$ cat src/rtl/mst_pkg.sv
package mst_pkg;

   // ---------------------------------------------------------------
   // Bus cycle kinds
   // ---------------------------------------------------------------
   localparam logic [2:0] CYC_IDLE = 3'h0;   // No transaction
   localparam logic [2:0] CYC_MRD = 3'h1;    // Memory read
   localparam logic [2:0] CYC_MWR = 3'h2;    // Memory write
   localparam logic [2:0] CYC_REF = 3'h3;    // Refresh
   localparam logic [2:0] CYC_IO = 3'h4;     // I/O transaction
   localparam logic [2:0] CYC_IACK = 3'h5;   // Interrupt acknowledge

   // ---------------------------------------------------------------
   // Reset values
   // ---------------------------------------------------------------
   localparam logic RST_FORCE_BYTE = 1'b1;   // Byte width forced low
   localparam logic RST_HIGH_SEL_EN = 1'b0;  // High select is port bit
   localparam logic RST_PORT_BIT = 1'b1;     // Port bit idles high

   // ---------------------------------------------------------------
   // Bus states, one-hot
   // ---------------------------------------------------------------
   typedef enum logic [4:0] {
      ST_IDLE = 5'b0_0001,
      ST_T1 = 5'b0_0010,
      ST_T2 = 5'b0_0100,
      ST_T3 = 5'b0_1000,
      ST_T4 = 5'b1_0000
   } mst_state_t;

endpackage

$ cat src/rtl/mst_strobe.sv
// Behaviour
// - After reset: low select, width low, top bit
// - After reset, high select pin is port bit
// - 16-bit mode: selects gated by byte strobes
// - Selects follow address timing, no delay
// - Mux ref low end T2 to end T4
// - Column ref low end T3 to end T4
// - Row ref low end T1 to end T4
// - Wait low stretches T3 on bus/io tick
// - Byte-wide 16-bit access adds second transaction
module mst_strobe
   import mst_pkg::*;
(
   // Clock and reset
   input wire logic clk_sys_in,
   input wire logic nrst_in,
   // Bus timing enables
   input wire logic bus_tick_in,      // bus_cycle_clock edge pulse
   input wire logic io_tick_in,       // io_cycle_clock edge pulse
   // Transaction request
   input wire logic start_in,         // Begin a transaction
   input wire logic [2:0] cycle_kind_in,
   input wire logic top_address_bit_in,
   input wire logic word_access_in,   // 16-bit memory access
   input wire logic lower_byte_strobe_in,
   input wire logic upper_byte_strobe_in,
   // Configuration
   input wire logic cfg_wr_in,        // Load mode bits
   input wire logic cfg_force_byte_in,
   input wire logic cfg_high_sel_en_in,
   input wire logic port_bit_in,      // Alternate port value
   // Wait from the outside party, active low
   input wire logic wait_n_in,
   // Width pin from outside decoders, open-drain level
   input wire logic byte_width_indicator_in,
   // Strobe outputs, active low
   output logic ram_select_low_byte_n_out,
   output logic ram_select_high_byte_n_out,
   output logic byte_width_indicator_out,
   output logic byte_width_indicator_oe_n_out,
   output logic mux_timing_ref_n_out,
   output logic column_timing_ref_n_out,
   output logic row_timing_ref_n_out,
   // Status
   output logic busy_out,
   output logic second_xfer_out       // High during the extra byte cycle
);

   // ---------------------------------------------------------------
   // State
   // ---------------------------------------------------------------
   mst_state_t state, next_state;
   logic force_byte, next_force_byte;     // Width forced low
   logic high_sel_en, next_high_sel_en;   // High select is chip select
   logic [2:0] kind, next_kind;           // Latched cycle kind
   logic a_top, next_a_top;               // Latched top address
   logic word, next_word;                 // Latched word access
   logic second, next_second;             // Extra byte transaction
   logic bw_low, next_bw_low;             // Byte-wide seen this cycle
   logic sel_l, next_sel_l;
   logic sel_h, next_sel_h;
   logic bw_oe_n, next_bw_oe_n;
   logic ref_a, next_ref_a;
   logic ref_c, next_ref_c;
   logic ref_r, next_ref_r;
   logic busy, next_busy;                 // Registered so the pin is a flop
   logic tick;

   // Memory or refresh cycle: only these move the timing refs
   function automatic logic is_mem(input logic [2:0] k);
      return (k == CYC_MRD) || (k == CYC_MWR) || (k == CYC_REF);
   endfunction

   // I/O and acknowledge cycles run on the slower I/O clock
   function automatic logic is_io(input logic [2:0] k);
      return (k == CYC_IO) || (k == CYC_IACK);
   endfunction

   assign tick = is_io(kind) ? io_tick_in : bus_tick_in;

   // ---------------------------------------------------------------
   // Next-value logic
   // ---------------------------------------------------------------
   always_comb begin
      next_state = state;
      next_force_byte = force_byte;
      next_high_sel_en = high_sel_en;
      next_kind = kind;
      next_a_top = a_top;
      next_word = word;
      next_second = second;
      next_bw_low = bw_low;
      next_sel_l = sel_l;
      next_sel_h = sel_h;
      next_bw_oe_n = bw_oe_n;
      next_ref_a = ref_a;
      next_ref_c = ref_c;
      next_ref_r = ref_r;
      // Mode changes only between transactions, so a cycle never
      // sees its lane gating switch halfway
      if (cfg_wr_in && (state == ST_IDLE)) begin
         next_force_byte = cfg_force_byte_in;
         next_high_sel_en = cfg_high_sel_en_in;
      end
      unique case (state)
         ST_IDLE: begin
            if (start_in) begin
               next_kind = cycle_kind_in;
               next_a_top = top_address_bit_in;
               next_word = word_access_in;
               next_second = 1'b0;
               next_bw_low = 1'b0;
               next_state = ST_T1;
            end
         end
         ST_T1: begin
            // Selects launch with the address at the start of T1
            if (tick) begin
               next_ref_r = ~is_mem(kind);
               next_state = ST_T2;
            end
         end
         ST_T2: begin
            if (tick) begin
               next_ref_a = ~is_mem(kind);
               next_state = ST_T3;
            end
         end
         ST_T3: begin
            // Wait sampled on the relevant tick stretches T3
            if (tick && wait_n_in) begin
               next_ref_c = ~is_mem(kind);
               next_bw_low = ~byte_width_indicator_in | force_byte;
               next_state = ST_T4;
            end
         end
         ST_T4: begin
            if (tick) begin
               next_ref_a = 1'b1;
               next_ref_c = 1'b1;
               next_ref_r = 1'b1;
               // Byte-wide target on a word access: one more cycle
               if (word && bw_low && !second &&
                   (kind == CYC_MRD || kind == CYC_MWR)) begin
                  next_second = 1'b1;
                  next_state = ST_T1;
               end else begin
                  next_second = 1'b0;
                  next_state = ST_IDLE;
               end
            end
         end
      endcase
      // Busy tracks the state that the next edge loads
      next_busy = (next_state != ST_IDLE);
      // Chip selects, same edge as the address outputs; the mode used
      // is the one this edge loads, so a start that meets a mode write
      // already runs with the new lane gating from its first cycle
      next_sel_l = 1'b1;
      next_sel_h = next_high_sel_en ? 1'b1 : port_bit_in;
      next_bw_oe_n = 1'b1;
      if (next_state != ST_IDLE && is_mem(next_kind)
          && next_kind != CYC_REF && next_a_top) begin
         if (next_force_byte) begin
            next_sel_l = 1'b0;
            next_bw_oe_n = 1'b0;
         end else begin
            next_sel_l = ~lower_byte_strobe_in;
            if (next_high_sel_en) begin
               next_sel_h = ~upper_byte_strobe_in;
            end
         end
      end
   end

   // ---------------------------------------------------------------
   // Registers
   // ---------------------------------------------------------------
   always_ff @(posedge clk_sys_in) begin
      if (!nrst_in) begin
         state <= ST_IDLE;
         force_byte <= RST_FORCE_BYTE;
         high_sel_en <= RST_HIGH_SEL_EN;
         kind <= CYC_IDLE;
         a_top <= 1'b0;
         word <= 1'b0;
         second <= 1'b0;
         bw_low <= 1'b0;
         sel_l <= 1'b1;
         sel_h <= RST_PORT_BIT;
         bw_oe_n <= 1'b1;
         ref_a <= 1'b1;
         ref_c <= 1'b1;
         ref_r <= 1'b1;
         busy <= 1'b0;
      end else begin
         state <= next_state;
         force_byte <= next_force_byte;
         high_sel_en <= next_high_sel_en;
         kind <= next_kind;
         a_top <= next_a_top;
         word <= next_word;
         second <= next_second;
         bw_low <= next_bw_low;
         sel_l <= next_sel_l;
         sel_h <= next_sel_h;
         bw_oe_n <= next_bw_oe_n;
         ref_a <= next_ref_a;
         ref_c <= next_ref_c;
         ref_r <= next_ref_r;
         busy <= next_busy;
      end
   end

   // Open-drain width pin: output level is always low
   assign ram_select_low_byte_n_out = sel_l;
   assign ram_select_high_byte_n_out = sel_h;
   assign byte_width_indicator_out = 1'b0;
   assign byte_width_indicator_oe_n_out = bw_oe_n;
   assign mux_timing_ref_n_out = ref_a;
   assign column_timing_ref_n_out = ref_c;
   assign row_timing_ref_n_out = ref_r;
   assign busy_out = busy;
   assign second_xfer_out = second;

   // ---------------------------------------------------------------
   // Checks
   // ---------------------------------------------------------------
   property p_row_after_t1;
      @(posedge clk_sys_in) disable iff (!nrst_in)
      (state == ST_T1 && tick && is_mem(kind)) |=> !row_timing_ref_n_out;
   endproperty
   a_row_after_t1: assert property (p_row_after_t1)
      else $error("row ref not low after T1");

   property p_mux_after_t2;
      @(posedge clk_sys_in) disable iff (!nrst_in)
      (state == ST_T2 && tick && is_mem(kind)) |=> !mux_timing_ref_n_out;
   endproperty
   a_mux_after_t2: assert property (p_mux_after_t2)
      else $error("mux ref not low after T2");

   property p_col_after_t3;
      @(posedge clk_sys_in) disable iff (!nrst_in)
      (state == ST_T3 && tick && wait_n_in && is_mem(kind))
         |=> !column_timing_ref_n_out;
   endproperty
   a_col_after_t3: assert property (p_col_after_t3)
      else $error("column ref not low after T3");

   property p_refs_rise_t4;
      @(posedge clk_sys_in) disable iff (!nrst_in)
      (state == ST_T4 && tick) |=> (mux_timing_ref_n_out &&
         column_timing_ref_n_out && row_timing_ref_n_out);
   endproperty
   a_refs_rise_t4: assert property (p_refs_rise_t4)
      else $error("refs not high after T4");

   property p_refs_idle_io;
      @(posedge clk_sys_in) disable iff (!nrst_in)
      (is_io(kind) || state == ST_IDLE) |-> row_timing_ref_n_out;
   endproperty
   a_refs_idle_io: assert property (p_refs_idle_io)
      else $error("row ref low outside memory cycle");

   property p_wait_holds;
      @(posedge clk_sys_in) disable iff (!nrst_in)
      (state == ST_T3 && !wait_n_in) |=> (state == ST_T3);
   endproperty
   a_wait_holds: assert property (p_wait_holds)
      else $error("wait did not stretch T3");

   property p_forced_low;
      @(posedge clk_sys_in) disable iff (!nrst_in)
      (!ram_select_low_byte_n_out && force_byte)
         |-> !byte_width_indicator_oe_n_out;
   endproperty
   a_forced_low: assert property (p_forced_low)
      else $error("width not driven low with low select");

   property p_high_port;
      @(posedge clk_sys_in) disable iff (!nrst_in)
      (!high_sel_en && !$past(high_sel_en))
         |-> (ram_select_high_byte_n_out == $past(port_bit_in));
   endproperty
   a_high_port: assert property (p_high_port)
      else $error("high select pin not following port bit");

endmodule

$ cat config.mk
export PLATFORM = sky130hd
export DESIGN_NAME = mst_strobe
export DESIGN_NICKNAME = d
export VERILOG_FILES = /design/src/rtl/mst_pkg.sv /design/src/rtl/mst_strobe.sv
export SDC_FILE = /design/constraint.sdc
export NUM_CORES = 1
export LEC_CHECK = 0
export BUFFER_PORTS_ARGS = -buffer_cell sky130_fd_sc_hd__buf_2
export CORE_MARGIN = 2
export CORE_UTILIZATION = 55
export DETAILED_ROUTE_END_ITERATION = 7
export GPL_ROUTABILITY_DRIVEN = 0
export PLACE_DENSITY = 0.89
export SYNTH_ARGS = -nofsm -noshare
export SYNTH_HDL_FRONTEND = slang
export SYNTH_SLANG_ARGS = --single-unit
$ cat constraint.sdc
create_clock -name clk_sys_in -period 2.9 [get_ports clk_sys_in]
set_input_delay 0.58 -clock clk_sys_in [delete_from_list [all_inputs] [get_ports clk_sys_in]]
set_output_delay 0.58 -clock clk_sys_in [all_outputs]
set_load 0.005 [all_outputs]
==> Yosys cells after proc, flatten, opt, wreduce, memory -nomap -nowiden <==
Index checks and enable logic that the tools add are counted.
{ "classes": {"n_eq_ne": 20, "mux": 32, "bitwise_logic": 5, "reduce_logical": 26} }
{ "ops": {"columns": ["op", "count"], "rows": [
  ["5-bit 2-to-1 mux", 5],
  ["5-bit one-hot mux with 5 select lines", 1],
  ["1-bit 2-to-1 mux", 18],
  ["3-bit AND reduction", 5],
  ["3-bit by 2-bit == test with 1-bit output (second input constant)", 4],
  ["2-bit != test (second input constant)", 5],
  ["1-bit one-hot mux with 2 select lines", 5],
  ["2-bit nonzero test", 5],
  ["1-bit logical AND", 8],
  ["3-bit by 1-bit == test with 1-bit output (second input constant)", 2],
  ["3-bit == test (second input constant)", 2],
  ["3-bit 2-to-1 mux", 2],
  ["5-bit by 1-bit == test with 1-bit output (second input constant)", 1],
  ["5-bit by 2-bit == test with 1-bit output (second input constant)", 1],
  ["5-bit by 3-bit == test with 1-bit output (second input constant)", 1],
  ["5-bit by 4-bit == test with 1-bit output (second input constant)", 1],
  ["5-bit == test (second input constant)", 1],
  ["1-bit logical OR", 5],
  ["5-bit by 1-bit != test with 1-bit output (second input constant)", 1],
  ["1-bit inverter", 4],
  ["2-bit AND reduction", 2],
  ["3-bit by 2-bit != test with 1-bit output (second input constant)", 1],
  ["2-bit 2-to-1 mux", 1],
  ["1-bit logical NOT", 1],
  ["1-bit OR", 1]
]} }
{ "totals": {"regBits": 21, "in_bits": 18, "out_inout_bits": 9, "word_cells": 98} }

==> Longest topological paths before layout <==
Gate-level depths: netlist of the first run.
{ "logic_depth": {"word_depth": 11, "depth_mapped": 7, "ltp_nobuf": 6} }

==> Worst setup path before layout of the first run <==
Ideal clock, no wire load.
{ "synth_path": {"path_kind": "register to register", "startpoint": "register kind[2]", "endpoint": "register busy, in the netlist busy_out", "setup_time_ns": 0.115, "arrival_time_ns": 1.856, "required_time_ns": 2.785, "slack_ns": 0.929, "path_stages_with_launch": 7, "path_buffers": 0, "synth_period_minus_slack_ns": 1.971, "path_cell_list": "dfxtp_1 > nor2b_1 > mux2_2 > nand3_1 > o311ai_0 > a2111o_1 > and2_1"} }
{ "synth_via": {"elab_chain_len": 7, "elab_cells_between_ends": 16, "classes_between": "5 x eq/ne; 7 x mux; 4 x reduce/logical"} }
{ "synth_rtl": {"columns": ["item", "line", "rtl"], "rows": [
  ["start, declared", "mst_strobe.sv:55", "logic [2:0] kind, next_kind;"],
  ["start signal, assigned", "mst_strobe.sv:200", "kind <= next_kind;"],
  ["3-bit by 1-bit == test with 1-bit output (tied with other cells)", "mst_strobe.sv:144", "(kind == CYC_MRD || kind == CYC_MWR)) begin"],
  ["1-bit logical OR (on tied branches)", "mst_strobe.sv:144, mst_strobe.sv:76", null],
  ["1-bit logical AND / 1-bit 2-to-1 mux (equally long branches)", "mst_strobe.sv:143, mst_strobe.sv:79", null],
  ["2-bit 2-to-1 mux / 1-bit logical AND (equally long branches)", "mst_strobe.sv:143, mst_strobe.sv:131", null],
  ["5-bit 2-to-1 mux (on tied branches)", "mst_strobe.sv:138, mst_strobe.sv:131", null],
  ["5-bit one-hot mux with 5 select lines (*)", "mst_strobe.sv:105", "unique case (state)"],
  ["5-bit by 1-bit != test with 1-bit output (*)", "mst_strobe.sv:155", "next_busy = (next_state != ST_IDLE);"],
  ["end signal, assigned", "mst_strobe.sv:211", "busy <= next_busy;"],
  ["end, declared", "mst_strobe.sv:66", "logic busy, next_busy;"]
]} }
Mark *: on every way between the ends. The rest lies on a longest branch, timed or not.
A chain may end at the register's enable or synchronous reset.

==> Worst setup path after layout of the first run <==
Same ends and word-level chain as after synthesis.

==> metrics.yaml, run 1 <==
logic_synthesis:
  ys_types: 42
  syn_avg_cell_area_sq_um: 8.90
  synth_top_flop_cell: "dfxtp_1"
  ys_seq_elements: 21
  yosysSeqAreaShare: 0.384
  synth_edf_count: 0
  yosys_warnings: 0
  synth_nets: 141
  synthesis.area_sq_mm: 0.00109
  async_flop_share: 0
  synth_cells: 123
cts:
  cts-resized-gates: 0
  ctsHoldBuffers: 0
  cts_sinks: 21
  h-tree-depth: 1
  postCtsSetupRepairBufs: 0
  clkLatencyLatePin_ns: 0.30
  root_buffer: "clkbuf_4"
  cts_buffers: 3
  path_clk_slew_ns: 0.12
  cts.path.max_buffers: 2
  cts_tree: "yes"
timing:
  timing.fmax_ghz: 0.453
  fin_crit_ns: 2.21
  max_slew.worst_pin.slew_ns: 0.526
  setup_viol: 0
  max-slew-margin-rel: 0.645
  rsz0062_at_grt: "false"
  period_share: 0.761
  fin_tns_setup_ns: 0
  finalClockSkew_ns: 0.00832
  slew_violations: 0
  hold_violations: 0
cells_and_area:
  layout_commonest_cell: "buf_2"
  layout.nets: 164
  most-common-layout-cells: "buf_2 (25), dfxtp_1 (21), nor2b_1 (9), mux2i_1 (9), nand2_1 (9)"
  num-fill-cells: 186
  layout-drive-gt1-share: 0.255
  largest_reg_flops: 5
  largest-register: "state"
  n_antenna_cell: 0
  largestRegisters: "state: 5 flops, kind: 3 flops"
  syn2layout_area_growth_pct: 13.1
power:
  leakage_nw: 0.488
  ir_worst_vdd_mv: 0.300
  p_per_area_mw_per_mm2: 430
  power.total_mw: 0.533
worst_setup_path:
  r2r_setup_slack_ns: 0.69
  startpoint: "kind[2]"
  r2r_start: "kind[2]"
  path_class: "reg -> reg"
  crit_fanout: 7
  cp-end-kind: "register"
  worst_ep_required_time_ns: 3.10
  worstRegToRegCells: 6
  cp.arrival_ns: 2.40
  startpoint_type: "register"
  crit_end: "busy_out"
  rr_endpoint: "busy_out"
route:
  finalWirelength_microns: 2190
  via_per_inst: 5.55
  post-route-drc-count: 0
  via_count: 954
  drt-initial-drc-count: 21
  drt-pass1-iter-count: 4
  antenna_left: 0
  wire_per_inst_microns: 12.7
global_route:
  met2_usage: 0.365
  track_usage: 0.199
  grt_max_degree: 21
  grt_pass1_vias: 935
  grt_busiest_layer: "met2"
  grt_pass1_wl_microns: 3770
  gr-usage-met1: 0.232
  grt_antenna_before_repair: 0
  grt_use_met3: 0.0401
  grt.overflow.total: 0
placement:
  detailed_place_hpwl_microns: 1720
  port_buffers: 25
die:
  fp-row-count: 16
  die_area_sq_mm: 0.00236
  pin_count: 27
  fp.coreArea_sq_mm: 0.00192
  initial_core_util: 0.570
  die_h_microns: 48.6
  fp.dieW_microns: 48.6
job:
  maxCapViolCount: 0
hold_path:
  hp-class: "in -> reg"
run_status:
  run_status: "completed"
## power breakdown
group | total [mW] | switching [mW] | internal [mW]
Clock | 0.139 | 0.0855 | 0.0534
Combinational | 0.0823 | 0.0421 | 0.0402
Sequential | 0.312 | 0.0118 | 0.300
## cell families after synthesis
family / count (synthesis) / share of synthesized area
simple gates: 54 / 0.288
compound gates: 21 / 0.138
buf+inv: 11 / 0.0514
mux: 11 / 0.103
xor+xnor: 4 / 0.0320
other cells: 1 / 0.00343
flops: 21 / 0.384
## per-stage QoR
stage / setup slack, ns / utilization / hold WS [ns] / cell area (sq um) / instances
5_1_grt: 0.596 / 0.645 / 0.465 / 1240 / 172
6_report: 0.694 / 0.645 / 0.480 / 1240 / 172
4_1_cts: 0.697 / 0.645 / 0.476 / 1240 / 172
3_5_place_dp: 0.725 / 0.631 / 0.467 / 1210 / 168
2_1_floorplan: 0.929 / - / 0.466 / 1090 / 123
3_3_place_gp: 0.768 / 0.631 / 0.453 / 1210 / 168
## worst max-delay path, cell delays in order, from the launching register on
cell	delay, ns
dfxtp_1	0.41
nor2b_1	0.25
mux2_2	0.42
nand3_1	0.17
o311ai_0	0.19
a2111o_1	0.49
and2_1	0.18
## area by class of cell
| class | count | area, sq um | share of cell area |
|---|---|---|---|
| well taps | 27 | 33.8 | 0.0273 |
| inverters | 4 | 15.0 | 0.0121 |
| multi-input cells | 91 | 618 | 0.499 |
| clock buffers | 4 | 26.3 | 0.0212 |
| flip-flops and latches | 21 | 420 | 0.339 |
| repair buffers | 25 | 125 | 0.101 |
## layer usage
metal / vias to the layer above / wire (microns)
met5: - / 0
met4: 0 / 12
met3: 2 / 106
met2: 30 / 1100
met1: 443 / 975
li1: 479 / -
## cells in the mapped netlist, types with 2 or more instances
cell,count,area (sq um)
mux2i_1,9,90.1
o22ai_1,2,12.5
mux2_2,2,22.5
dfxtp_1,21,420
or2_2,2,12.5
clkbuf_1,2,7.51
buf_2,3,15.0
nor2_1,7,26.3
o21ai_0,4,20.0
nor4b_1,3,26.3
o211ai_1,2,15.0
xor2_1,3,26.3
inv_1,4,15.0
nand3_1,5,25.0
nand2_1,9,33.8
a21oi_1,5,25.0
and2_1,5,31.3
nor2b_1,9,56.3
nor3_1,3,15.0
## how the worst min path moves through the flow
| stage | cells past startpoint | slack (ns) | from | to |
|---|---|---|---|---|
| final | 2 | 0.48 | upper_byte_strobe_in | ram_select_high_byte_n_out |
| after global routing | 2 | 0.46 | upper_byte_strobe_in | ram_select_high_byte_n_out |
| after CTS | 2 | 0.48 | upper_byte_strobe_in | ram_select_high_byte_n_out |
| after detailed placement | 2 | 0.47 | row_timing_ref_n_out | row_timing_ref_n_out |
| after global placement | 2 | 0.45 | mux_timing_ref_n_out | mux_timing_ref_n_out |
| after floorplan | 2 | 0.47 | mux_timing_ref_n_out | mux_timing_ref_n_out |
Note: power is estimated with default switching activity, not from simulation.
==> run 2: changes to the inputs <==
--- a/config.mk
+++ b/config.mk
@@ -7,10 +7,10 @@
 export LEC_CHECK = 0
 export BUFFER_PORTS_ARGS = -buffer_cell sky130_fd_sc_hd__buf_2
 export CORE_MARGIN = 2
-export CORE_UTILIZATION = 55
+export CORE_UTILIZATION = 51
 export DETAILED_ROUTE_END_ITERATION = 7
 export GPL_ROUTABILITY_DRIVEN = 0
-export PLACE_DENSITY = 0.89
+export PLACE_DENSITY = 0.84
 export SYNTH_ARGS = -nofsm -noshare
 export SYNTH_HDL_FRONTEND = slang
 export SYNTH_SLANG_ARGS = --single-unit
==> constraint.sdc (replaced) <==
create_clock -name clk_sys_in -period 2.15 [get_ports clk_sys_in]
set_input_delay 0.43 -clock clk_sys_in [delete_from_list [all_inputs] [get_ports clk_sys_in]]
set_output_delay 0.43 -clock clk_sys_in [all_outputs]
set_load 0.005 [all_outputs]
==> run 2 against run 1 <==
Effect of this change: first-iteration DRC count increased by 86%; via count increased by 1.4%; maximum frequency increased by 4.3%; critical endpoint unchanged; register-to-register slack got worse by 0.66 ns; non-clock buffer count increased by 4; cell count increased by 2.3%.
==> metrics.yaml, run 2 (synthesis results as in run 1) <==
run_status:
  run_status: "completed"  # unchanged
cts:
  cts_buffers: 3  # unchanged
  ctsHoldBuffers: 0  # unchanged
  cts-resized-gates: 0  # unchanged
  cts.path.max_buffers: 2  # unchanged
  postCtsSetupRepairBufs: 0  # unchanged
  h-tree-depth: 1  # unchanged
  clkLatencyLatePin_ns: 0.30  # about the same
  cts_sinks: 21  # unchanged
  cts_tree: "yes"  # unchanged
  root_buffer: "clkbuf_4"  # unchanged
  path_clk_slew_ns: 0.11  # was 0.12 ns
global_route:
  grt_antenna_before_repair: 0  # unchanged
  grt_pass1_wl_microns: 3680  # was 3770 microns
  track_usage: 0.191  # was 0.199
  grt_pass1_vias: 884  # was 935
  grt.overflow.total: 0  # unchanged
  grt_max_degree: 21  # unchanged
power:
  swShare: 0.268  # was 0.262
  combPwrFrac: 0.168  # was 0.154
  p_per_area_mw_per_mm2: 567  # was 430 mW/mm^2
  switching_power_mw: 0.196  # was 0.139 mW
  power.total_mw: 0.728  # was 0.533 mW
  pwr-share-seq: 0.574  # was 0.585
  intPower_mw: 0.533  # was 0.394 mW
  leakage_nw: 0.511  # was 0.488 nW
  p_clk_frac: 0.258  # was 0.261
  ir_worst_vdd_mv: 0.346  # was 0.300 mV
cells_and_area:
  layout-drive-gt1-share: 0.295  # was 0.255
  layout.nets: 168  # was 164
  layout_commonest_cell: "buf_2"  # unchanged
  n_antenna_cell: 0  # unchanged
  largestRegisters: "state: 5 flops, kind: 3 flops"  # unchanged
  most-common-layout-cells: "buf_2 (25), dfxtp_1 (21), mux2i_1 (9), nand2_1 (9), nor2b_1 (8)"  # was buf_2 (25), dfxtp_1 (21), nor2b_1 (9), mux2i_1 (9), nand2_1 (9)
  syn2layout_area_growth_pct: 17.3  # was 13.1%
  largest-register: "state"  # unchanged
  final_util: 0.641  # was 0.645
  num-fill-cells: 175  # was 186
  largest_reg_flops: 5  # unchanged
worst_setup_path:
  worst_ep_required_time_ns: 2.35  # was 3.10 ns
  rr_endpoint: "busy_out"  # unchanged
  r2r_setup_slack_ns: 0.04  # was 0.69 ns
  worstRegToRegCells: 5  # was 6
  cp.arrival_ns: 2.32  # was 2.40 ns
  cp-end-kind: "register"  # unchanged
  r2r_start: "state[1]"  # was kind[2]
  crit_fanout: 10  # was 7
  path_class: "reg -> reg"  # unchanged
  startpoint_type: "register"  # unchanged
die:
  fp.dieW_microns: 50.3  # was 48.6 microns
  initial_core_util: 0.547  # was 0.570
  fp.coreArea_sq_mm: 0.00200  # was 0.00192 sq mm
  pin_count: 27  # unchanged
  die_h_microns: 50.3  # was 48.6 microns
  die_area_sq_mm: 0.00253  # was 0.00236 sq mm
  fp-row-count: 16  # unchanged
hold_path:
  holdPathEnd: "ram_select_high_byte_n_out"  # unchanged
  holdPathStages: 2  # unchanged
  worstHoldStart: "upper_byte_strobe_in"  # unchanged
  hp-class: "in -> reg"  # unchanged
route:
  post-route-drc-count: 0  # unchanged
  drt-initial-drc-count: 39  # was 21
  drt-pass1-iter-count: 6  # was 4
  via_count: 967  # was 954
  wire_per_inst_microns: 13.3  # was 12.7 microns
  finalWirelength_microns: 2350  # was 2190 microns
  via_per_inst: 5.49  # was 5.55
  antenna_left: 0  # unchanged
timing:
  fin_crit_ns: 2.11  # was 2.21 ns
  max_slew.worst_pin.slew_ns: 0.502  # was 0.526 ns
  finalWorstSetupSlack_ns: 0.0351  # was 0.694 ns
  max-slew-margin-rel: 0.656  # was 0.645
  slew_violations: 0  # unchanged
  timing.fmax_ghz: 0.473  # was 0.453 GHz
  hold_violations: 0  # unchanged
  finalClockSkew_ns: 0.00713  # was 0.00832 ns
  fin_tns_setup_ns: 0  # unchanged
  setup_viol: 0  # unchanged
  period_share: 0.984  # was 0.761
job:
  maxCapViolCount: 0  # unchanged
placement:
  detailed_place_hpwl_microns: 1750  # was 1720 microns
  port_buffers: 25  # unchanged
  place_ws_ns: 0.0485  # was 0.725 ns
[run 2: cell types whose count changed in the layout (fill, tap and decap cells not counted), sizes merged]
cell	delta
buf	+4
clkinv	+1
clkbuf	-1
[run 2: power groups by stage]
stage               logic [mW]  registers (mW)  clock network, mW
global placement         0.114           0.426                  0
floorplan               0.0863           0.422                  0
finish                   0.122           0.418              0.188
detailed placement       0.118           0.427                  0
global route             0.133           0.420              0.211
CTS                      0.119           0.418              0.193
[run 2: worst max-delay path, stage by stage (launching register included)]
cell      delay [ns]
dfxtp_1         0.42
or4b_4          0.61
a21oi_2         0.19
o22ai_2         0.12
a2111o_1        0.50
and2_1          0.18
[run 2: worst max path at each step]
stage / from / end / slack (ns)
finish: state[1] / busy_out / 0.04
floorplan: kind[2] / busy_out / 0.18
detailed placement: kind[2] / busy_out / 0.05
global placement: kind[2] / busy_out / 0.16
global route: state[1] / busy_out / -0.01
CTS: kind[2] / busy_out / 0.01
[run 2: final cells by class]
cell class,count,area (sq um),area share
tap,27,33.8,0.0263
clock inverter,1,5.00,0.00390
sequential,21,420,0.327
inverter,4,15.0,0.0117
multi-input combinational,91,632,0.492
timing repair buffer,29,155,0.121
clock buffer,3,22.5,0.0175
[run 2: metal layers]
layer  vias up  part of all wire  GRT usage
li1        489                 -          -
met1       443              0.44      0.229
met2        33              0.50      0.327
met3         2             0.049     0.0357
met4         0            0.0072     0.0901
met5         -                 0          0
[run 2: through the flow]
step | hold WS (ns) | instances | cell area [sq um]
finish | 0.320 | 176 | 1280
global route | 0.300 | 176 | 1280
CTS | 0.314 | 176 | 1270
detailed placement | 0.460 | 172 | 1240
global placement | 0.454 | 172 | 1240
floorplan | 0.466 | 123 | 1090
